==> src/bss_map.svh <==
`ifndef BSS_MAP_SVH
`define BSS_MAP_SVH

// core clock
`define BSS_CLK_PERIOD_NS 5

// strap settle time before sampling, least time, rounds up
`define BSS_STRAP_SETTLE_NS 100
`define BSS_STRAP_SETTLE_CYC \
  ((`BSS_STRAP_SETTLE_NS + `BSS_CLK_PERIOD_NS - 1) / `BSS_CLK_PERIOD_NS)

// longest wait for the flash probe answer, rounds down
`define BSS_PROBE_WAIT_NS 2000
`define BSS_PROBE_WAIT_CYC (`BSS_PROBE_WAIT_NS / `BSS_CLK_PERIOD_NS)

// start-up counter
`define BSS_CNT_W 9
`define BSS_CNT_ZERO 9'h000
`define BSS_CNT_ONE 9'h001
`define BSS_SETTLE_LAST (`BSS_CNT_W'(`BSS_STRAP_SETTLE_CYC - 1))
`define BSS_PROBE_LAST (`BSS_CNT_W'(`BSS_PROBE_WAIT_CYC - 1))

// smallest usable serial flash
`define BSS_FLASH_SIZE_W 16
`define BSS_FLASH_MIN_KBIT 16'h0400

// transmit queue fill level
`define BSS_TXQ_W 13
`define BSS_TXQ_EMPTY 13'h0000

// boot configuration word
`define BSS_CFG_W 3
`define BSS_CFG_PORT0 0
`define BSS_CFG_PORT1 1
`define BSS_CFG_NAV0 2
`define BSS_CFG_DEFAULT 3'h7

// synchroniser lanes and their idle levels
`define BSS_SYNC_W 7
`define BSS_SY_RESET_N 0
`define BSS_SY_ANT_LOW 1
`define BSS_SY_GPIO8 2
`define BSS_SY_GPIO17 3
`define BSS_SY_FWD 4
`define BSS_SY_SPEED 5
`define BSS_SY_EVENT 6
`define BSS_SYNC_RST 7'h07

`endif

==> src/bss_pkg.sv <==
`default_nettype none

package bss_pkg;

  // gray-coded start-up sequence
  typedef enum logic [1:0] {
    ST_RESET  = 2'h0,
    ST_SAMPLE = 2'h1,
    ST_PROBE  = 2'h3,
    ST_RUN    = 2'h2
  } bss_state_type;

endpackage

`default_nettype wire

==> src/bss_top.sv <==
// What this block does
// - spi data and clock pins are start-up straps
// - spi activity never alters latched strap values
// - low reset pin resets all but the backup copy; input only
// - antenna detect low means antenna present
// - three boot straps effective right after start-up
// - undriven strap reads one via pull-up
// - message config overrides straps; backup copy persists
// - sample straps first, then release shared pins
// - transmit-pending active while output data queued
// - transmit-pending polarity and byte threshold configurable
// - transmit-pending on gpio 05, off after reset
// - antenna power-off on gpio 22, off by default
// - sensor variant: spi master, two chip selects
// - direction high is forward; odometer gives speed pulses
// - detect serial flash at start-up, needs 1 Mbit
// - timing variant antenna signals on gpio 13,17,8
// - timing variant default leaves antenna supply off
// - event input: time mark or power-save wake-up
`include "bss_map.svh"
`default_nettype none

module bss_top
  import bss_pkg::*;
(
  input  wire logic                         i_clk,
  input  wire logic                         i_srst,
  // reset pin, input only
  input  wire logic                         i_reset_n,
  output logic                              o_sys_reset,
  // boot straps and whether anything drives them
  input  wire logic                         i_boot_strap_port_sel0,
  input  wire logic                         i_boot_strap_port_sel0_drv,
  input  wire logic                         i_boot_strap_port_sel1,
  input  wire logic                         i_boot_strap_port_sel1_drv,
  input  wire logic                         i_boot_strap_nav_sel0,
  input  wire logic                         i_boot_strap_nav_sel0_drv,
  input  wire logic                         i_sensor_variant,
  input  wire logic                         i_timing_variant,
  output logic                              o_startup_done,
  output logic                              o_strap_ss_fault,
  output logic                              o_cfg_port_sel0,
  output logic                              o_cfg_port_sel1,
  output logic                              o_cfg_nav_sel0,
  // configuration by message
  input  wire logic                         i_cfg_wr,
  input  wire logic [`BSS_CFG_W-1:0]        i_cfg_data,
  input  wire logic                         i_cfg_save,
  input  wire logic                         i_cfg_revert,
  input  wire logic                         i_backup_present,
  // serial flash probe
  output logic                              o_flash_probe_req,
  input  wire logic                         i_flash_probe_done,
  input  wire logic                         i_flash_detect,
  input  wire logic [`BSS_FLASH_SIZE_W-1:0] i_flash_size_kbit,
  output logic                              o_flash_present,
  // spi pins
  input  wire logic                         i_spi_mosi,
  output logic                              o_spi_mosi,
  output logic                              o_spi_mosi_oe,
  input  wire logic                         i_spi_miso,
  output logic                              o_spi_miso,
  output logic                              o_spi_miso_oe,
  input  wire logic                         i_spi_sck,
  output logic                              o_spi_sck,
  output logic                              o_spi_sck_oe,
  input  wire logic                         i_spi_ss_n,
  output logic                              o_rate_sensor_select_n,
  output logic                              o_temp_sensor_select_n,
  // spi engine side
  input  wire logic                         i_core_mosi,
  input  wire logic                         i_core_sck,
  input  wire logic                         i_core_miso,
  input  wire logic                         i_core_miso_oe,
  input  wire logic                         i_core_rate_sel_n,
  input  wire logic                         i_core_temp_sel_n,
  output logic                              o_core_mosi,
  output logic                              o_core_miso,
  output logic                              o_core_sck,
  output logic                              o_core_ss_n,
  // transmit-pending indicator
  input  wire logic                         i_txrdy_cfg_wr,
  input  wire logic                         i_txrdy_en,
  input  wire logic                         i_txrdy_active_low,
  input  wire logic [`BSS_TXQ_W-1:0]        i_txrdy_thresh,
  input  wire logic [`BSS_TXQ_W-1:0]        i_txq_bytes,
  output logic                              o_gpio05,
  output logic                              o_gpio05_oe,
  // antenna supervision
  input  wire logic                         i_antenna_present_low,
  input  wire logic                         i_ant_cfg_wr,
  input  wire logic                         i_antenna_power_off_pin_en,
  input  wire logic                         i_antenna_power_off,
  input  wire logic                         i_gpio8,
  input  wire logic                         i_gpio17,
  output logic                              o_gpio13,
  output logic                              o_gpio13_oe,
  output logic                              o_gpio22,
  output logic                              o_gpio22_oe,
  output logic                              o_antenna_present,
  output logic                              o_antenna_short_flag,
  output logic                              o_antenna_supply_on,
  // wheel sensors
  input  wire logic                         i_wheel_forward_dir,
  input  wire logic                         i_odo_speed,
  output logic                              o_wheel_forward,
  output logic                              o_speed_pulse,
  // external event
  input  wire logic                         i_ext_event_in,
  input  wire logic                         i_event_wake_mode,
  input  wire logic                         i_power_save,
  output logic                              o_time_mark,
  output logic                              o_wake_req
);

  logic [`BSS_SYNC_W-1:0] sync_in;
  logic [`BSS_SYNC_W-1:0] sync_out;

  bss_sync #(
    .WIDTH   (`BSS_SYNC_W),
    .RST_VAL (`BSS_SYNC_RST)
  ) u_sync (
    .i_clk   (i_clk),
    .i_srst  (i_srst),
    .i_async (sync_in),
    .o_sync  (sync_out)
  );

  assign sync_in = {i_ext_event_in, i_odo_speed, i_wheel_forward_dir, i_gpio17,
                    i_gpio8, i_antenna_present_low, i_reset_n};

  // the pin only listens; nothing here drives a reset outward
  wire core_rst = i_srst | ~sync_out[`BSS_SY_RESET_N];
  assign o_sys_reset = core_rst;

  bss_state_type          state_reg;
  bss_state_type          state_next;
  logic [`BSS_CNT_W-1:0]  cnt_reg;
  logic [`BSS_CFG_W-1:0]  strap_reg;
  logic [`BSS_CFG_W-1:0]  cfg_reg;
  logic [`BSS_CFG_W-1:0]  bbr_cfg_reg;
  logic                   bbr_valid_reg;
  logic                   sensor_reg;
  logic                   timing_reg;
  logic                   ss_fault_reg;
  logic                   flash_reg;

  // undriven strap pins float up to one
  wire [`BSS_CFG_W-1:0] strap_level = {
    i_boot_strap_nav_sel0_drv  ? i_boot_strap_nav_sel0  : 1'b1,
    i_boot_strap_port_sel1_drv ? i_boot_strap_port_sel1 : 1'b1,
    i_boot_strap_port_sel0_drv ? i_boot_strap_port_sel0 : 1'b1
  };

  wire settle_end  = (state_reg == ST_SAMPLE) && (cnt_reg == `BSS_SETTLE_LAST);
  wire probe_tmo   = (cnt_reg == `BSS_PROBE_LAST);
  wire probe_end   = (state_reg == ST_PROBE) && (i_flash_probe_done || probe_tmo);
  wire run         = (state_reg == ST_RUN);
  wire flash_big   = (i_flash_size_kbit >= `BSS_FLASH_MIN_KBIT);
  wire [`BSS_CFG_W-1:0] boot_cfg = bbr_valid_reg ? bbr_cfg_reg : strap_level;

  always_comb begin
    state_next = state_reg;
    case (state_reg)
      ST_RESET:  state_next = ST_SAMPLE;
      ST_SAMPLE: if (settle_end) begin
        state_next = ST_PROBE;
      end
      ST_PROBE:  if (probe_end) begin
        state_next = ST_RUN;
      end
      ST_RUN:    state_next = ST_RUN;
      default:   state_next = ST_RESET;
    endcase
  end

  always_ff @(posedge i_clk) begin
    if (core_rst) begin
      state_reg <= ST_RESET;
      cnt_reg   <= `BSS_CNT_ZERO;
    end else begin
      state_reg <= state_next;
      cnt_reg   <= (state_next != state_reg) ? `BSS_CNT_ZERO : cnt_reg + `BSS_CNT_ONE;
    end
  end

  // straps are caught once, at the end of the settle time, and never again
  always_ff @(posedge i_clk) begin
    if (core_rst) begin
      strap_reg    <= `BSS_CFG_DEFAULT;
      sensor_reg   <= 1'b0;
      timing_reg   <= 1'b0;
      ss_fault_reg <= 1'b0;
    end else if (settle_end) begin
      strap_reg    <= strap_level;
      sensor_reg   <= i_sensor_variant;
      timing_reg   <= i_timing_variant;
      ss_fault_reg <= ~i_spi_ss_n;
    end
  end

  always_ff @(posedge i_clk) begin
    if (core_rst) begin
      flash_reg <= 1'b0;
    end else if (probe_end) begin
      flash_reg <= i_flash_probe_done & i_flash_detect & flash_big;
    end
  end

  // effective configuration: straps or backup copy, then message writes
  always_ff @(posedge i_clk) begin
    if (core_rst) begin
      cfg_reg <= `BSS_CFG_DEFAULT;
    end else if (settle_end) begin
      cfg_reg <= boot_cfg;
    end else if (run && i_cfg_wr) begin
      cfg_reg <= i_cfg_data;
    end else if (run && i_cfg_revert) begin
      cfg_reg <= strap_reg;
    end
  end

  // backup copy lives through core reset; only loss of backup supply clears it
  always_ff @(posedge i_clk) begin
    if (!i_backup_present) begin
      bbr_valid_reg <= 1'b0;
      bbr_cfg_reg   <= `BSS_CFG_DEFAULT;
    end else if (run && i_cfg_save) begin
      bbr_valid_reg <= 1'b1;
      bbr_cfg_reg   <= cfg_reg;
    end
  end

  assign o_startup_done   = run;
  assign o_strap_ss_fault = ss_fault_reg;
  assign o_cfg_port_sel0  = cfg_reg[`BSS_CFG_PORT0];
  assign o_cfg_port_sel1  = cfg_reg[`BSS_CFG_PORT1];
  assign o_cfg_nav_sel0   = cfg_reg[`BSS_CFG_NAV0];
  assign o_flash_probe_req = (state_reg == ST_PROBE);
  assign o_flash_present  = flash_reg;

  // spi pins stay undriven until start-up is over
  wire master_run = run & sensor_reg;
  wire slave_run  = run & ~sensor_reg;

  logic mosi_reg;
  logic mosi_oe_reg;
  logic miso_reg;
  logic miso_oe_reg;
  logic sck_reg;
  logic sck_oe_reg;
  logic rate_sel_n_reg;
  logic temp_sel_n_reg;

  always_ff @(posedge i_clk) begin
    if (core_rst) begin
      mosi_reg       <= 1'b0;
      mosi_oe_reg    <= 1'b0;
      miso_reg       <= 1'b0;
      miso_oe_reg    <= 1'b0;
      sck_reg        <= 1'b0;
      sck_oe_reg     <= 1'b0;
      rate_sel_n_reg <= 1'b1;
      temp_sel_n_reg <= 1'b1;
    end else begin
      mosi_reg       <= i_core_mosi;
      mosi_oe_reg    <= master_run;
      sck_reg        <= i_core_sck;
      sck_oe_reg     <= master_run;
      miso_reg       <= i_core_miso;
      miso_oe_reg    <= slave_run & i_core_miso_oe;
      rate_sel_n_reg <= master_run ? i_core_rate_sel_n : 1'b1;
      temp_sel_n_reg <= master_run ? i_core_temp_sel_n : 1'b1;
    end
  end

  assign o_spi_mosi    = mosi_reg;
  assign o_spi_mosi_oe = mosi_oe_reg;
  assign o_spi_miso    = miso_reg;
  assign o_spi_miso_oe = miso_oe_reg;
  assign o_spi_sck     = sck_reg;
  assign o_spi_sck_oe  = sck_oe_reg;
  assign o_rate_sensor_select_n = rate_sel_n_reg;
  assign o_temp_sensor_select_n = temp_sel_n_reg;

  // the engine sees the pins only after start-up, so strap wiggles never reach it
  assign o_core_mosi = slave_run  & i_spi_mosi;
  assign o_core_sck  = slave_run  & i_spi_sck;
  assign o_core_miso = master_run & i_spi_miso;
  assign o_core_ss_n = slave_run  ? i_spi_ss_n : 1'b1;

  // transmit-pending indicator
  logic                  txr_en_reg;
  logic                  txr_low_reg;
  logic [`BSS_TXQ_W-1:0] txr_thr_reg;
  logic                  gpio05_reg;

  wire txr_pending = (i_txq_bytes != `BSS_TXQ_EMPTY) &&
                     (i_txq_bytes >= txr_thr_reg);

  always_ff @(posedge i_clk) begin
    if (core_rst) begin
      txr_en_reg  <= 1'b0;
      txr_low_reg <= 1'b0;
      txr_thr_reg <= `BSS_TXQ_EMPTY;
    end else if (i_txrdy_cfg_wr) begin
      txr_en_reg  <= i_txrdy_en;
      txr_low_reg <= i_txrdy_active_low;
      txr_thr_reg <= i_txrdy_thresh;
    end
  end

  always_ff @(posedge i_clk) begin
    if (core_rst) begin
      gpio05_reg <= 1'b0;
    end else begin
      gpio05_reg <= txr_pending ^ txr_low_reg;
    end
  end

  assign o_gpio05    = gpio05_reg;
  assign o_gpio05_oe = txr_en_reg;

  // antenna supervision; supply starts off so a short cannot be powered blind
  logic antenna_power_off_en_reg;
  logic ant_off_reg;

  always_ff @(posedge i_clk) begin
    if (core_rst) begin
      antenna_power_off_en_reg <= 1'b0;
      ant_off_reg   <= 1'b1;
    end else if (i_ant_cfg_wr) begin
      antenna_power_off_en_reg <= i_antenna_power_off_pin_en;
      ant_off_reg   <= i_antenna_power_off;
    end else if (run && i_cfg_revert && timing_reg) begin
      ant_off_reg   <= 1'b1;
    end
  end

  assign o_gpio22    = ant_off_reg;
  assign o_gpio22_oe = antenna_power_off_en_reg & ~timing_reg;
  assign o_gpio13    = ant_off_reg;
  assign o_gpio13_oe = timing_reg;
  assign o_antenna_supply_on = ~ant_off_reg;

  wire ant_low_level = timing_reg ? sync_out[`BSS_SY_GPIO8] :
                                    sync_out[`BSS_SY_ANT_LOW];
  assign o_antenna_present    = ~ant_low_level;
  assign o_antenna_short_flag = timing_reg & sync_out[`BSS_SY_GPIO17];

  // wheel sensors and event input, edges taken after the synchroniser
  logic speed_d_reg;
  logic speed_pulse_reg;
  logic fwd_reg;
  logic event_d_reg;
  logic time_mark_reg;
  logic wake_reg;

  wire speed_rise = sync_out[`BSS_SY_SPEED] & ~speed_d_reg;
  wire event_rise = sync_out[`BSS_SY_EVENT] & ~event_d_reg;

  always_ff @(posedge i_clk) begin
    if (core_rst) begin
      speed_d_reg     <= 1'b0;
      speed_pulse_reg <= 1'b0;
      fwd_reg         <= 1'b0;
      event_d_reg     <= 1'b0;
      time_mark_reg   <= 1'b0;
      wake_reg        <= 1'b0;
    end else begin
      speed_d_reg     <= sync_out[`BSS_SY_SPEED];
      speed_pulse_reg <= speed_rise;
      fwd_reg         <= sync_out[`BSS_SY_FWD];
      event_d_reg     <= sync_out[`BSS_SY_EVENT];
      time_mark_reg   <= event_rise & ~i_event_wake_mode;
      wake_reg        <= event_rise & i_event_wake_mode & i_power_save;
    end
  end

  assign o_speed_pulse   = speed_pulse_reg;
  assign o_wheel_forward = fwd_reg;
  assign o_time_mark     = time_mark_reg;
  assign o_wake_req      = wake_reg;

endmodule

`default_nettype wire

==> src/bss_sync.sv <==
`default_nettype none

module bss_sync #(
  parameter int               WIDTH   = 1,
  parameter logic [WIDTH-1:0] RST_VAL = '0
) (
  input  wire logic             i_clk,
  input  wire logic             i_srst,
  input  wire logic [WIDTH-1:0] i_async,
  output logic      [WIDTH-1:0] o_sync
);

  logic [WIDTH-1:0] meta_reg;
  logic [WIDTH-1:0] sync_reg;

  // first stage feeds only the second stage
  always_ff @(posedge i_clk) begin
    if (i_srst) begin
      meta_reg <= RST_VAL;
      sync_reg <= RST_VAL;
    end else begin
      meta_reg <= i_async;
      sync_reg <= meta_reg;
    end
  end

  assign o_sync = sync_reg;

endmodule

`default_nettype wire

==> config.mk <==
export PLATFORM = sky130hd
export DESIGN_NAME = bss_top
export DESIGN_NICKNAME = d
export VERILOG_FILES = /design/src/bss_pkg.sv /design/src/bss_top.sv /design/src/bss_sync.sv
export VERILOG_INCLUDE_DIRS = /design/src
export SDC_FILE = /design/constraint.sdc
export NUM_CORES = 1
export LEC_CHECK = 0
export BUFFER_PORTS_ARGS = -buffer_cell sky130_fd_sc_hd__buf_2
export CORE_UTILIZATION = 40
export CTS_CLUSTER_DIAMETER = 200
export DETAILED_ROUTE_END_ITERATION = 10
export PLACE_DENSITY = 0.73
export SYNTH_ARGS = -nofsm -noshare
export SYNTH_HDL_FRONTEND = slang
export SYNTH_SLANG_ARGS = --single-unit
==> constraint.sdc <==
create_clock -name i_clk -period 1.9 [get_ports i_clk]
set_clock_uncertainty 0.15 [all_clocks]
set_input_delay 0.285 -clock i_clk [delete_from_list [all_inputs] [get_ports i_clk]]
set_output_delay 0.285 -clock i_clk [all_outputs]
set_load 0.005 [all_outputs]
# Word-level counts from Yosys, hierarchy flattened
# Index checks and enable logic that the tools add are counted.
[word_totals]
reg_bits = 70
n_memories = 0
rom_bits = 0
mem_bits_rw = 0
output_inout_bits = 33
inputBits = 86
wordCells = 95
latchBits = 0
[op_classes]
n_reduce_logical = 14
n_div = 0
bitwise_logic = 27
addsub = 1
muxes = 14
order_cmp = 2
n_eq_ne = 6
multipliers = 0
shifts = 0
[op_table]
columns = ["cell", "n"]
rows = [
  ["greater-or-equal comparator 16 x 11 -> 1 bit, second input constant", 1],
  ["bitwise AND 1 bit", 15],
  ["greater-or-equal comparator 13 bit", 1],
  ["nonzero test 13 bit", 1],
  ["2-to-1 mux 3 bit", 4],
  ["inverter 1 bit", 10],
  ["adder 9 x 1 -> 9 bit, second input constant", 1],
  ["== test 9 x 5 -> 1 bit, second input constant", 1],
  ["== test 9 bit, second input constant", 1],
  ["one-hot mux 2 bit (4 select lines)", 1],
  ["logical AND 1 bit", 7],
  ["2-to-1 mux 1 bit", 7],
  ["== test 2 bit, second input constant", 2],
  ["2-to-1 mux 2 bit", 2],
  ["OR reduction 2 bit", 2],
  ["nonzero test 3 bit", 1],
  ["== test 2 x 1 -> 1 bit, second input constant", 1],
  ["logical NOT 2 bit", 1],
  ["!= test 2 bit", 1],
  ["nonzero test 2 bit", 1],
  ["logical OR 1 bit", 1],
  ["OR 1 bit", 1],
  ["XOR 1 bit", 1],
]

# Logic depth before layout (Yosys ltp)
# Gate-level depths: netlist (run 1).
[logic_depth]
word_depth = 7
ltp_mapped = 7
mapped_depth_nobuf = 7

# Cells and area by module
# From an unflattened synthesis (run 1), not the netlist that was laid out.
[unflattened]
hier_cells = 308
area_unflattened_um2 = 2940.3
[modules_own_cells]
columns = ["mod", "area_per_inst_um2", "cells_each", "n_inst"]
rows = [
  ["bss_top", 2556.2, 279, 1],
  ["bss_sync", 384.1, 29, 1],
]

# Worst setup path before layout (run 1)
# OpenSTA, ideal clock, no wires.
[synth_timing]
path_type = "reg2reg"
startpoint = "reg cnt_reg[5]"
endpoint = "reg strap_reg[0]"
synth_period_minus_slack_ns = 2.027
path_stages_with_launch = 8
t_arrival_ns = 1.749
slack_ns = -0.127
required_time_ns = 1.622
path_cell_list = "dfxtp_1 -> or4_1 -> nor4b_1 -> and4b_1 -> buf_6 -> buf_12 -> mux2i_1 -> nand2_1"
[synth_between]
elab_chain_cells = 2
[synth_rtl]
columns = ["element", "line_no", "rtl"]
rows = [
  ["start: declaration", "bss_top.sv:138", "logic [`BSS_CNT_W-1:0] cnt_reg;"],
  ["start signal: assignment", "bss_top.sv:180", "cnt_reg <= `BSS_CNT_ZERO;"],
  ["start signal: assignment", "bss_top.sv:183", "cnt_reg <= (state_next != state_reg) ? `BSS_CNT_ZERO : cnt_reg + `BSS_CNT_ONE;"],
  ["== test 9 x 5 -> 1 bit (no source line)", "--", ""],
  ["logical AND 1 bit", "bss_top.sv:155", "wire settle_end = (state_reg == ST_SAMPLE) && (cnt_reg == `BSS_SETTLE_LAST);"],
  ["end signal: assignment", "bss_top.sv:190", "strap_reg <= `BSS_CFG_DEFAULT;"],
  ["end signal: assignment", "bss_top.sv:195", "strap_reg <= strap_level;"],
  ["end: declaration", "bss_top.sv:139", "logic [`BSS_CFG_W-1:0] strap_reg;"],
]
# Every way passes these cells.
# A chain may end at the register's enable or synchronous reset.

# Final worst setup path (run 1)
[layout_timing]
startpoint = "reg cnt_reg[8]"
endpoint = "reg timing_reg (netlist: o_gpio13_oe)"
[layout_between]
elab_chain_cells = 2
[layout_rtl]
columns = ["element", "line_no", "rtl"]
rows = [
  ["== test 9 x 5 -> 1 bit (no source line)", "--", ""],
  ["logical AND 1 bit", "bss_top.sv:155", ""],
  ["end signal: assignment", "bss_top.sv:197", "timing_reg <= i_timing_variant;"],
  ["end: declaration", "bss_top.sv:144", "logic timing_reg;"],
]
# Every way passes these cells.

==> parameters.txt, run 1 <==
Parameter                              Value

Timing
  Clock period minus worst slack ... 2030 ps
  Maximum operating frequency ... 0.493 GHz
  Setup tns final ... -1680 ps
  Worst-margin pin slew ... 458 ps
  Setup violators final ... 18
  Worst slew slack as a fraction of its limit ... 69.5%
  Final WS setup ... -128 ps
  Count of final max-slew check failures ... 0
  Number of endpoints with negative hold slack in the final report ... 0
  Worst hold slack ... 21.7 ps
  Part of the cycle the worst path needs ... 107%
  Setup repair after global routing missed its margin ... yes

Clock tree
  Worst skew pair latency ... 330 ps
  Clk Tree Root Cell ... clkbuf_8
  Clock Pin Slew Worst Setup and Hold Paths ... 70 ps
  TritonCTS clock tree ... yes
  Inserted Clock Buffers ... 9
  CTS max path bufs ... 2
  Clock sink count ... 70
  H-Tree Level Count ... 3

Critical path
  Category of cells accounting for the largest share of critical-path delay ... simple AND/OR/NAND/NOR gates
  Cell chain of the critical path ... or4_4 > nor4b_2 > and4b_2 > buf_6 > buf_4 > mux2i_1 > nor2_1
  Worst Setup Path Type ... flop to flop
  Maximum single-stage delay on the critical path ... 530 ps
  Critical Path Sink Type ... flop
  Required time worst endpoint ... 1960 ps
  Buffer and inverter count on the worst path ... 2
  Arrival time reported for the critical path endpoint ... 2090 ps
  Cell at the slowest stage of the critical path ... or4_4
  Top fanout value on the critical path ... 3
  Element type at the critical path start ... flop

Global routing
  Pin count of the biggest net entering global routing ... 25
  Remaining global-route overflow ... 0
  Initial antenna violation count ... 0
  Wire length of the first global-routing pass ... 10.7 mm
  Vias in the first global route ... 2489
  GRT Resource Usage Total ... 18.5%

Detailed routing
  Drt via density ... 4.73
  Iteration-0 DRC count of the detailed router ... 53
  Via count ... 2574
  DRC violations left ... 0
  Total wirelength of the detailed-routed design ... 6.68 mm
  Drt wl/cell ... 12.3 um
  First-pass detailed-route iteration total ... 6
  Routed Antenna Nets ... 0

Place
  Cell area reported after detailed placement ... 0.00359 mm^2
  Final weighted congestion of routability-driven global placement ... 0.818
  Worst slack at placement ... -198 ps
  Port Buf Inserts ... 108
  DP HPWL ... 4.86 mm

Outcome
  Failing checks ... setup timing
  Status ... finished with violations

Cells and area
  Net count, final ... 543
  Final cell utilization of the core ... 58.5%
  Share of cells above drive strength 1 ... 36.6%
  Layout overhead on the synthesized area ... 39.5%
  Number of inserted filler cells in the final layout ... 627
  Finished layout cell area ... 0.00402 mm^2
  Max reg flops ... 13
  Count of inserted antenna diode cells ... 0

Synth
  Prevailing post-synth register cell ... dfxtp_1
  Post-Syn Nets ... 404
  Syn avg cell area ... 9.48 um^2
  Synth cell types ... 38
  Proportion of synthesized chip area in sequential cells ... 48.6%
  Count of flip-flops with a built-in enable after synthesis ... 0
  Seq cells post-synth ... 70
  Cell with the most instances after synthesis ... dfxtp_1
  Top cells by count, synth ... 70 x dfxtp_1, 39 x nor2_1, 23 x mux2i_1
  Area of the mapped netlist ... 0.00288 mm^2
  Async set or reset register ratio after synthesis ... 0%
  Library cell with the largest summed area after synthesis ... dfxtp_1
  Total of warnings raised by yosys ... 0
  Area fraction of the dominant cell type after synthesis ... 48.6%
  Top cells by area in the synthesized netlist ... dfxtp_1 49%, mux2i_1 8.0%, ha_1 6.1%
  Synth Instances ... 304

Die
  Height of the die ... 86.9 um
  Die ar. ... 0.00755 mm^2
  Starting Density ... 41.9%
  Number of standard-cell rows in the floorplan ... 30
  Die Wd ... 86.9 um
  Number of placed I/O pins ... 119
  Placeable Area ... 0.00687 mm^2

Min path
  Worst Hold Class ... primary input to flop

Flow run
  Count of max-cap constraint violations ... 0

Power
  Sequential share of power ... 48.9%
  Clock power frac ... 41.4%
  Cell Pwr Density ... 781 mW/mm^2
  Leakage component of the power ... 1.87 nW
  Sw power ... 0.687 mW
  Fraction of power spent switching nets ... 21.9%
  Peak supply drop ... 0.454 mV
  Internal ... 2.45 mW
  Comb power frac ... 9.7%
[logic make-up (layout without fill, tap and decap cells)]
family | count (synthesis) | count (layout) | share of synthesized area, %
AND/OR/NAND/NOR | 125 | 126 | 22.4
flip-flops | 70 | 70 | 48.6
AO/OA/AOI/OAI | 34 | 34 | 7.56
buffers and inverters | 31 | 174 | 5.25
multiplexers | 23 | 23 | 7.99
adder cells (fa/ha/maj) | 14 | 14 | 6.08
XOR/XNOR | 7 | 7 | 2.13
[layer usage]
| layer | up-vias | GRT usage (%) | part of all wire [%] |
|---|---|---|---|
| met2 | 85 | 32.4 | 49 |
| met5 | - | 0 | 0 |
| li1 | 1305 | - | - |
| met1 | 1172 | 21.2 | 44 |
| met4 | 0 | 8.18 | 1.8 |
| met3 | 12 | 4.55 | 5.8 |
[cell type report]
cell class / instances / area, um^2 / share of cell area [%]
timing repair buffer: 139 / 811 / 20.2
sequential: 70 / 1410 / 35.0
multi-input combinational: 204 / 1390 / 34.7
inverter: 19 / 73.8 / 1.84
tap: 96 / 120 / 2.99
clock buffer: 12 / 145 / 3.61
clock inverter: 4 / 70.1 / 1.74
[worst reg2reg max path, delay by kind of cell (launching register included)]
| family | cells | cell delay, ps |
|---|---|---|
| buffers and inverters | 2 | 200 |
| DFF | 1 | 320 |
| muxes | 1 | 170 |
| and+or+nand+nor | 4 | 1070 |
[placed cells by master (no fill, tap or decap), drive strengths merged, types with 3 or more instances in the layout]
cell type,Yosys,layout
o211ai,8,8
and3,7,7
inv,18,19
mux2i,23,23
nor3,3,3
a21oi,10,10
nor2,39,39
clkbuf,6,12
o21ai,6,6
xnor2,6,6
nor2b,14,14
a22oi,3,3
or4,3,4
ha,14,14
or2,6,6
nand3,7,7
nand2,17,17
dfxtp,70,70
buf,6,127
dlygate4sd3,0,12
nand2b,9,9
and2,9,9
nand4,3,3
[power by group through the flow]
stage	Combinational (mW)	Clock (mW)	Sequential [mW]
after floorplan	0.143	0	1.56
after global placement	0.270	0	1.56
after CTS	0.302	1.33	1.53
after detailed placement	0.280	0	1.57
final	0.306	1.30	1.53
after global routing	0.348	1.40	1.54
[per-stage QoR]
step / cells / total power [mW]
3_5_place_dp: 512 / 1.85
4_1_cts: 541 / 3.17
5_1_grt: 544 / 3.28
6_report: 544 / 3.14
3_3_place_gp: 512 / 1.83
2_1_floorplan: 304 / 1.71
[final timing paths]
kind	from	depth (start not counted)	to	slack [ps]
hold reg to reg	speed_d_reg	1	o_speed_pulse	240
hold / removal	i_wheel_forward_dir	2	u_sync.meta_reg[4]	20
setup / recovery	cnt_reg[8]	7	o_gpio13_oe	-130
setup reg to reg	cnt_reg[8]	7	o_gpio13_oe	-130
[repair_timing]
item | in CTS | in global routing
setup endpoints to repair | 23 | 23
pin swaps | 2 | 4
cloned | 0 | 1
hold buffers | 12 | 0
buffers inserted | 1 | 2
endpoints found under the hold margin | 13 | 0
gates resized for setup | 7 | 13
No activity file was read; power rests on OpenSTA's default activity.
==> run 2, diff against run 1 <==
--- a/config.mk
+++ b/config.mk
@@ -11,6 +11,7 @@
 export CTS_CLUSTER_DIAMETER = 200
 export DETAILED_ROUTE_END_ITERATION = 10
 export PLACE_DENSITY = 0.73
+export SETUP_SLACK_MARGIN = 0.4
 export SYNTH_ARGS = -nofsm -noshare
 export SYNTH_HDL_FRONTEND = slang
 export SYNTH_SLANG_ARGS = --single-unit
==> run 2 against run 1 <==
- the run still ends with setup timing left
- core utilization up 5.1 points
- sequential share of layout area fell by 2.4 points
- clock-buffer cell count down 3
- power is 3.6% higher
- critical path type unchanged
- critical endpoint is now strap_reg[1]
==> parameters.txt, run 2 (synthesis gave the netlist of run 1 again) <==
Parameter                              Value

Timing
  Setup violators final ... 19 (was 18)
  Count of final max-slew check failures ... 0 (unchanged)
  Worst slew slack as a fraction of its limit ... 69.4% (was 69.5%)
  Worst-margin pin slew ... 459 ps (was 458 ps)
  Number of endpoints with negative hold slack in the final report ... 0 (unchanged)
  Maximum operating frequency ... 0.494 GHz (was 0.493 GHz)
  Part of the cycle the worst path needs ... 107% (about the same)
  Setup repair after global routing missed its margin ... yes (unchanged)
  Worst hold slack ... 15.9 ps (was 21.7 ps)
  Clock period minus worst slack ... 2030 ps (about the same)
  Final WS setup ... -125 ps (was -128 ps)

Detailed routing
  Met3 wire length ... 488 um (was 389 um)
  Drt via density ... 4.71 (was 4.73)
  First-pass detailed-route iteration total ... 4 (was 6)
  Total wirelength of the detailed-routed design ... 6.90 mm (was 6.68 mm)
  Met2 Wirelength ... 3.34 mm (was 3.24 mm)
  Iteration-0 DRC count of the detailed router ... 92 (was 53)
  Routed Antenna Nets ... 0 (unchanged)
  Highest layer used for signal routing ... met4 (unchanged)
  DRC violations left ... 0 (unchanged)
  Via count ... 2649 (was 2574)
  Drt wl/cell ... 12.3 um (about the same)
  Wire length on met1 ... 2.96 mm (was 2.92 mm)

Power
  Fraction of power spent switching nets ... 24.0% (was 21.9%)
  Sequential share of power ... 47.1% (was 48.9%)
  Clock power frac ... 42.1% (was 41.4%)
  Leakage component of the power ... 2.02 nW (was 1.87 nW)
  Internal ... 2.47 mW (was 2.45 mW)
  Cell Pwr Density ... 744 mW/mm^2 (was 781 mW/mm^2)
  Sw power ... 0.782 mW (was 0.687 mW)
  Tot Pwr ... 3.25 mW (was 3.14 mW)
  Peak supply drop ... 0.530 mV (was 0.454 mV)
  Comb power frac ... 10.8% (was 9.7%)

Clock tree
  TritonCTS clock tree ... yes (unchanged)
  Clock Pin Slew Worst Setup and Hold Paths ... 80 ps (was 70 ps)
  CTS max path bufs ... 2 (unchanged)
  Clk Tree Root Cell ... clkbuf_8 (unchanged)
  Inserted Clock Buffers ... 9 (unchanged)
  H-Tree Level Count ... 3 (unchanged)
  Worst skew pair latency ... 350 ps (was 330 ps)
  Clock sink count ... 70 (unchanged)

Critical path
  Depth of the most critical reg-to-reg path ... 6 (was 7)
  Required time worst endpoint ... 1990 ps (was 1960 ps)
  Top fanout value on the critical path ... 7 (was 3)
  Arrival time reported for the critical path endpoint ... 2110 ps (was 2090 ps)
  Critical Path Sink Type ... flop (unchanged)
  Element type at the critical path start ... flop (unchanged)
  Worst Setup Path Type ... flop to flop (unchanged)

Min path
  Worst Hold Class ... primary input to flop (unchanged)
  WHS Path Cells ... 3 (was 2)

Cells and area
  Finished layout cell area ... 0.00437 mm^2 (was 0.00402 mm^2)
  Commonest non-fill, non-tap cell in the layout ... buf_2 (unchanged)
  Count of inserted antenna diode cells ... 0 (unchanged)
  Commonest non-fill, non-tap cells in the layout ... 105 x buf_2, 57 x dfxtp_1, 38 x nor2_1 (was 108 x buf_2, 67 x dfxtp_1, 36 x nor2_1)
  Final cell utilization of the core ... 63.6% (was 58.5%)
  Layout overhead on the synthesized area ... 51.7% (was 39.5%)
  Share of cells above drive strength 1 ... 42.5% (was 36.6%)
  Net count, final ... 561 (was 543)
  Max reg flops ... 13 (unchanged)

Place
  Cell area reported after detailed placement ... 0.00362 mm^2 (was 0.00359 mm^2)
  DP HPWL ... 4.65 mm (was 4.86 mm)
  Final weighted congestion of routability-driven global placement ... 0.845 (was 0.818)
  Port Buf Inserts ... 108 (unchanged)

Die
  Number of placed I/O pins ... 119 (unchanged)
  Number of standard-cell rows in the floorplan ... 30 (unchanged)
  Placeable Area ... 0.00687 mm^2 (unchanged)
  Die Wd ... 86.9 um (unchanged)
  Starting Density ... 41.9% (unchanged)
  Die ar. ... 0.00755 mm^2 (unchanged)
  Height of the die ... 86.9 um (unchanged)

Outcome
  Failing checks ... setup timing (unchanged)
  Status ... finished with violations (unchanged)

Global routing
  Remaining global-route overflow ... 0 (unchanged)
  Wire length of the first global-routing pass ... 10.9 mm (was 10.7 mm)
  Vias in the first global route ... 2514 (was 2489)
  Pin count of the biggest net entering global routing ... 18 (was 25)
  GRT Resource Usage Total ... 19.0% (was 18.5%)
  Initial antenna violation count ... 0 (unchanged)

Flow run
  Count of max-cap constraint violations ... 0 (unchanged)
-- run 2: cell count changes in the layout (fill, tap and decap cells not counted), moves of 5 or more --
cell and change:
buf_6 +5, buf_4 +9, dfxtp_1 -10, dfxtp_2 +8
-- run 2: cell type report --
class | instances | area [um^2]
clock buffer | 9 | 124
clock inverter | 7 | 104
fill | 565 | 2500
inverter | 19 | 76.3
multi-input combinational | 203 | 1450
sequential | 70 | 1420
tap | 96 | 120
timing repair buffer | 158 | 1070
-- run 2: power by group through the flow --
stage	sequential (mW)	clock [mW]	combinational, mW
detailed placement	1.57	0	0.284
floorplan	1.56	0	0.147
finish	1.53	1.37	0.351
global route	1.54	1.47	0.392
global placement	1.56	0	0.277
CTS	1.53	1.40	0.342
-- run 2: layer usage --
metal / track usage, % / up-vias
li1: - / 1345
met5: 0 / -
met3: 5.69 / 10
met2: 32.3 / 89
met4: 9.55 / 0
met1: 21.5 / 1205
-- run 2: worst max-delay path: stages (launching register included) --
cell	delay, ps
dfxtp_2	320
or4_4	530
nor4b_2	200
and4b_2	330
buf_12	140
mux2i_1	170
nand2_1	70
-- run 2: path summary, 6_finish.rpt --
check / from / end / slack (ps)
setup reg to reg: cnt_reg[8] / strap_reg[1] / -130
hold reg to reg: speed_d_reg / o_speed_pulse / 240
setup / recovery: cnt_reg[8] / strap_reg[1] / -130
hold / removal: i_power_save / o_wake_req / 20
-- run 2: what timing repair did --
item / in CTS / in global routing
endpoints found under the hold margin: 18 / 0
resized for setup: 44 / 6
hold buffers: 15 / 0
endpoints found under the setup margin: 34 / 31
setup buffers: 9 / 6
pin swaps: 9 / 5
cloned: 2 / 0
-- run 2: stage by stage --
stage / TNS [ps] / cells / worst slack (ps)
2_1_floorplan: -415 / 304 / -75.1
4_1_cts: -1580 / 556 / -130
6_report: -1690 / 562 / -125
3_5_place_dp: -1840 / 514 / -146
5_1_grt: -2870 / 562 / -196
3_3_place_gp: -1130 / 514 / -121
==> run 3, diff against run 2 <==
--- a/config.mk
+++ b/config.mk
@@ -7,9 +7,11 @@
 export NUM_CORES = 1
 export LEC_CHECK = 0
 export BUFFER_PORTS_ARGS = -buffer_cell sky130_fd_sc_hd__buf_2
+export CORE_MARGIN = 1.5
 export CORE_UTILIZATION = 40
 export CTS_CLUSTER_DIAMETER = 200
 export DETAILED_ROUTE_END_ITERATION = 10
+export MAX_ROUTING_LAYER = met4
 export PLACE_DENSITY = 0.73
 export SETUP_SLACK_MARGIN = 0.4
 export SYNTH_ARGS = -nofsm -noshare
==> run 3 against run 2 <==
- the flow still finishes with violations (setup timing)
- first-iteration DRC count shrank 8.7%
- core utilization rose by 0.44 points
- sequential share of layout area fell by 0.19 points
- flip-flop and latch count is the same
- die area increased by 2.3%
- fmax shrank 0.67%
- clock power decreased by 4%
- register-to-register slack about the same
- via count is 0.83% lower
- largest cell class unchanged
==> parameters.txt, run 3 (synthesis gave the netlist of run 1 again) <==
Parameter                              Value

Global routing
  GRT Resource Usage Total ... 19.6% (was 19.0%)
  Initial antenna violation count ... 0 (unchanged)
  Vias in the first global route ... 2533 (was 2514)
  Wire length of the first global-routing pass ... 11.3 mm (was 10.9 mm)
  Pin count of the biggest net entering global routing ... 25 (was 18)
  Remaining global-route overflow ... 0 (unchanged)

Detailed routing
  Routed Antenna Nets ... 0 (unchanged)
  Total wirelength of the detailed-routed design ... 7.23 mm (was 6.90 mm)
  Wire length on met1 ... 3.07 mm (was 2.96 mm)
  Highest layer used for signal routing ... met4 (unchanged)
  DRC violations left ... 0 (unchanged)
  Via count ... 2627 (was 2649)
  Drt wl/cell ... 13.1 um (was 12.3 um)
  Drt via density ... 4.77 (was 4.71)
  Met2 Wirelength ... 3.63 mm (was 3.34 mm)
  Iteration-0 DRC count of the detailed router ... 84 (was 92)
  First-pass detailed-route iteration total ... 5 (was 4)
  Met3 wire length ... 429 um (was 488 um)

Cells and area
  Net count, final ... 550 (was 561)
  Count of inserted antenna diode cells ... 0 (unchanged)
  Share of cells above drive strength 1 ... 46.8% (was 42.5%)
  Commonest non-fill, non-tap cells in the layout ... 103 x buf_2, 54 x dfxtp_1, 30 x nor2_1 (was 105 x buf_2, 57 x dfxtp_1, 38 x nor2_1)
  Final cell utilization of the core ... 64.1% (was 63.6%)
  Max reg flops ... 13 (unchanged)
  Commonest non-fill, non-tap cell in the layout ... buf_2 (unchanged)
  Layout overhead on the synthesized area ... 52.7% (was 51.7%)

Die
  Starting Density ... 41.9% (unchanged)
  Height of the die ... 87.9 um (was 86.9 um)
  Number of standard-cell rows in the floorplan ... 30 (unchanged)
  Die ar. ... 0.00772 mm^2 (was 0.00755 mm^2)
  Placeable Area ... 0.00687 mm^2 (unchanged)
  Die Wd ... 87.9 um (was 86.9 um)
  Number of placed I/O pins ... 119 (unchanged)

Critical path
  Critical Path Sink Type ... flop (unchanged)
  Arrival time reported for the critical path endpoint ... 2110 ps (about the same)
  Top fanout value on the critical path ... 13 (was 7)
  Worst Setup Path Type ... flop to flop (unchanged)
  Element type at the critical path start ... flop (unchanged)
  Required time worst endpoint ... 1970 ps (was 1990 ps)

Power
  Fraction of power spent switching nets ... 23.6% (was 24.0%)
  Comb power frac ... 11.8% (was 10.8%)
  Leakage component of the power ... 1.95 nW (was 2.02 nW)
  Sequential share of power ... 47.5% (was 47.1%)
  Clock power frac ... 40.7% (was 42.1%)
  Sw power ... 0.763 mW (was 0.782 mW)
  Peak supply drop ... 0.549 mV (was 0.530 mV)
  Internal ... 2.46 mW (was 2.47 mW)
  Cell Pwr Density ... 734 mW/mm^2 (was 744 mW/mm^2)
  Tot Pwr ... 3.23 mW (was 3.25 mW)

Outcome
  Failing checks ... setup timing (unchanged)
  Status ... finished with violations (unchanged)

Timing
  Part of the cycle the worst path needs ... 107% (about the same)
  Clock period minus worst slack ... 2040 ps (was 2030 ps)
  Setup repair after global routing missed its margin ... yes (unchanged)
  Worst-margin pin slew ... 469 ps (was 459 ps)
  Worst slew slack as a fraction of its limit ... 68.8% (was 69.4%)
  Maximum operating frequency ... 0.490 GHz (was 0.494 GHz)
  Worst hold slack ... 12.6 ps (was 15.9 ps)
  Count of final max-slew check failures ... 0 (unchanged)
  Setup violators final ... 18 (was 19)
  Final WS setup ... -139 ps (was -125 ps)
  Number of endpoints with negative hold slack in the final report ... 0 (unchanged)

Place
  DP HPWL ... 4.66 mm (was 4.65 mm)
  Worst slack at placement ... -126 ps (was -146 ps)
  Final weighted congestion of routability-driven global placement ... 0.871 (was 0.845)
  Port Buf Inserts ... 108 (unchanged)

Clock tree
  TritonCTS clock tree ... yes (unchanged)
  Clock Pin Slew Worst Setup and Hold Paths ... 80 ps (about the same)
  Inserted Clock Buffers ... 9 (unchanged)
  H-Tree Level Count ... 3 (unchanged)
  Worst skew pair latency ... 340 ps (was 350 ps)
  Clk Tree Root Cell ... clkbuf_8 (unchanged)
  Clock sink count ... 70 (unchanged)
  CTS max path bufs ... 2 (unchanged)

Flow run
  Count of max-cap constraint violations ... 0 (unchanged)

Min path
  Worst Hold Class ... primary input to flop (unchanged)
## run 3: cell count changes in the layout (fill, tap and decap cells not counted), moves of 4 or more
cell | previous run | this run
buf_4 | 26 | 16
dfxtp_2 | 11 | 15
ha_1 | 12 | 6
ha_4 | 2 | 7
nor2_1 | 38 | 30
nor2_2 | 0 | 8
## run 3: worst max-delay path: stages (launching register included)
cell     delay (ps)
dfxtp_2         330
or4_4           530
nor4b_2         210
and4b_2         300
buf_12          150
mux2i_1         180
nand2_1          90
## run 3: stage by stage
| step | cell area [um^2] | TNS, ps | instances |
|---|---|---|---|
| 2_1_floorplan | 2900 | -415 | 304 |
| 6_report | 4400 | -905 | 551 |
| 3_3_place_gp | 3620 | -838 | 513 |
| 5_1_grt | 4400 | -2270 | 551 |
| 3_5_place_dp | 3620 | -1630 | 513 |
| 4_1_cts | 4270 | -572 | 549 |
## run 3: final timing paths
path | startpoint | endpoint | cells past startpoint | slack (ps)
setup / recovery | cnt_reg[8] | strap_reg[1] | 6 | -140
hold / removal | i_gpio17 | u_sync.meta_reg[3] | 2 | 10
setup reg to reg | cnt_reg[8] | strap_reg[1] | 6 | -140
hold reg to reg | speed_d_reg | o_speed_pulse | 1 | 240
## run 3: cell type report
| class | count | area (um^2) |
|---|---|---|
| sequential | 70 | 1420 |
| multi-input combinational | 203 | 1570 |
| clock buffer | 9 | 124 |
| fill | 565 | 2470 |
| inverter | 19 | 83.8 |
| timing repair buffer | 147 | 982 |
| clock inverter | 7 | 98.8 |
| tap | 96 | 120 |
## run 3: repair_timing
action                                 4_1_cts  5_1_grt
gates cloned                                 1        1
hold buffers                                14        0
endpoints found under the hold margin       16        0
setup buffers                                5        1
pin swaps                                   15       14
gates resized for setup                     51       25
setup endpoints to repair                   37       33
## run 3: metal layers
metal,vias to the layer above,GRT usage [%]
met5,-,-
met4,0,8.66
met3,10,4.90
met2,84,32.7
met1,1212,22.2
li1,1321,-
## run 3: power by group through the flow
stage               sequential, mW  clock, mW  combinational (mW)
global placement              1.56          0               0.275
finish                        1.53       1.31               0.379
global route                  1.54       1.43               0.420
CTS                           1.53       1.35               0.351
detailed placement            1.57          0               0.284
floorplan                     1.56          0               0.147
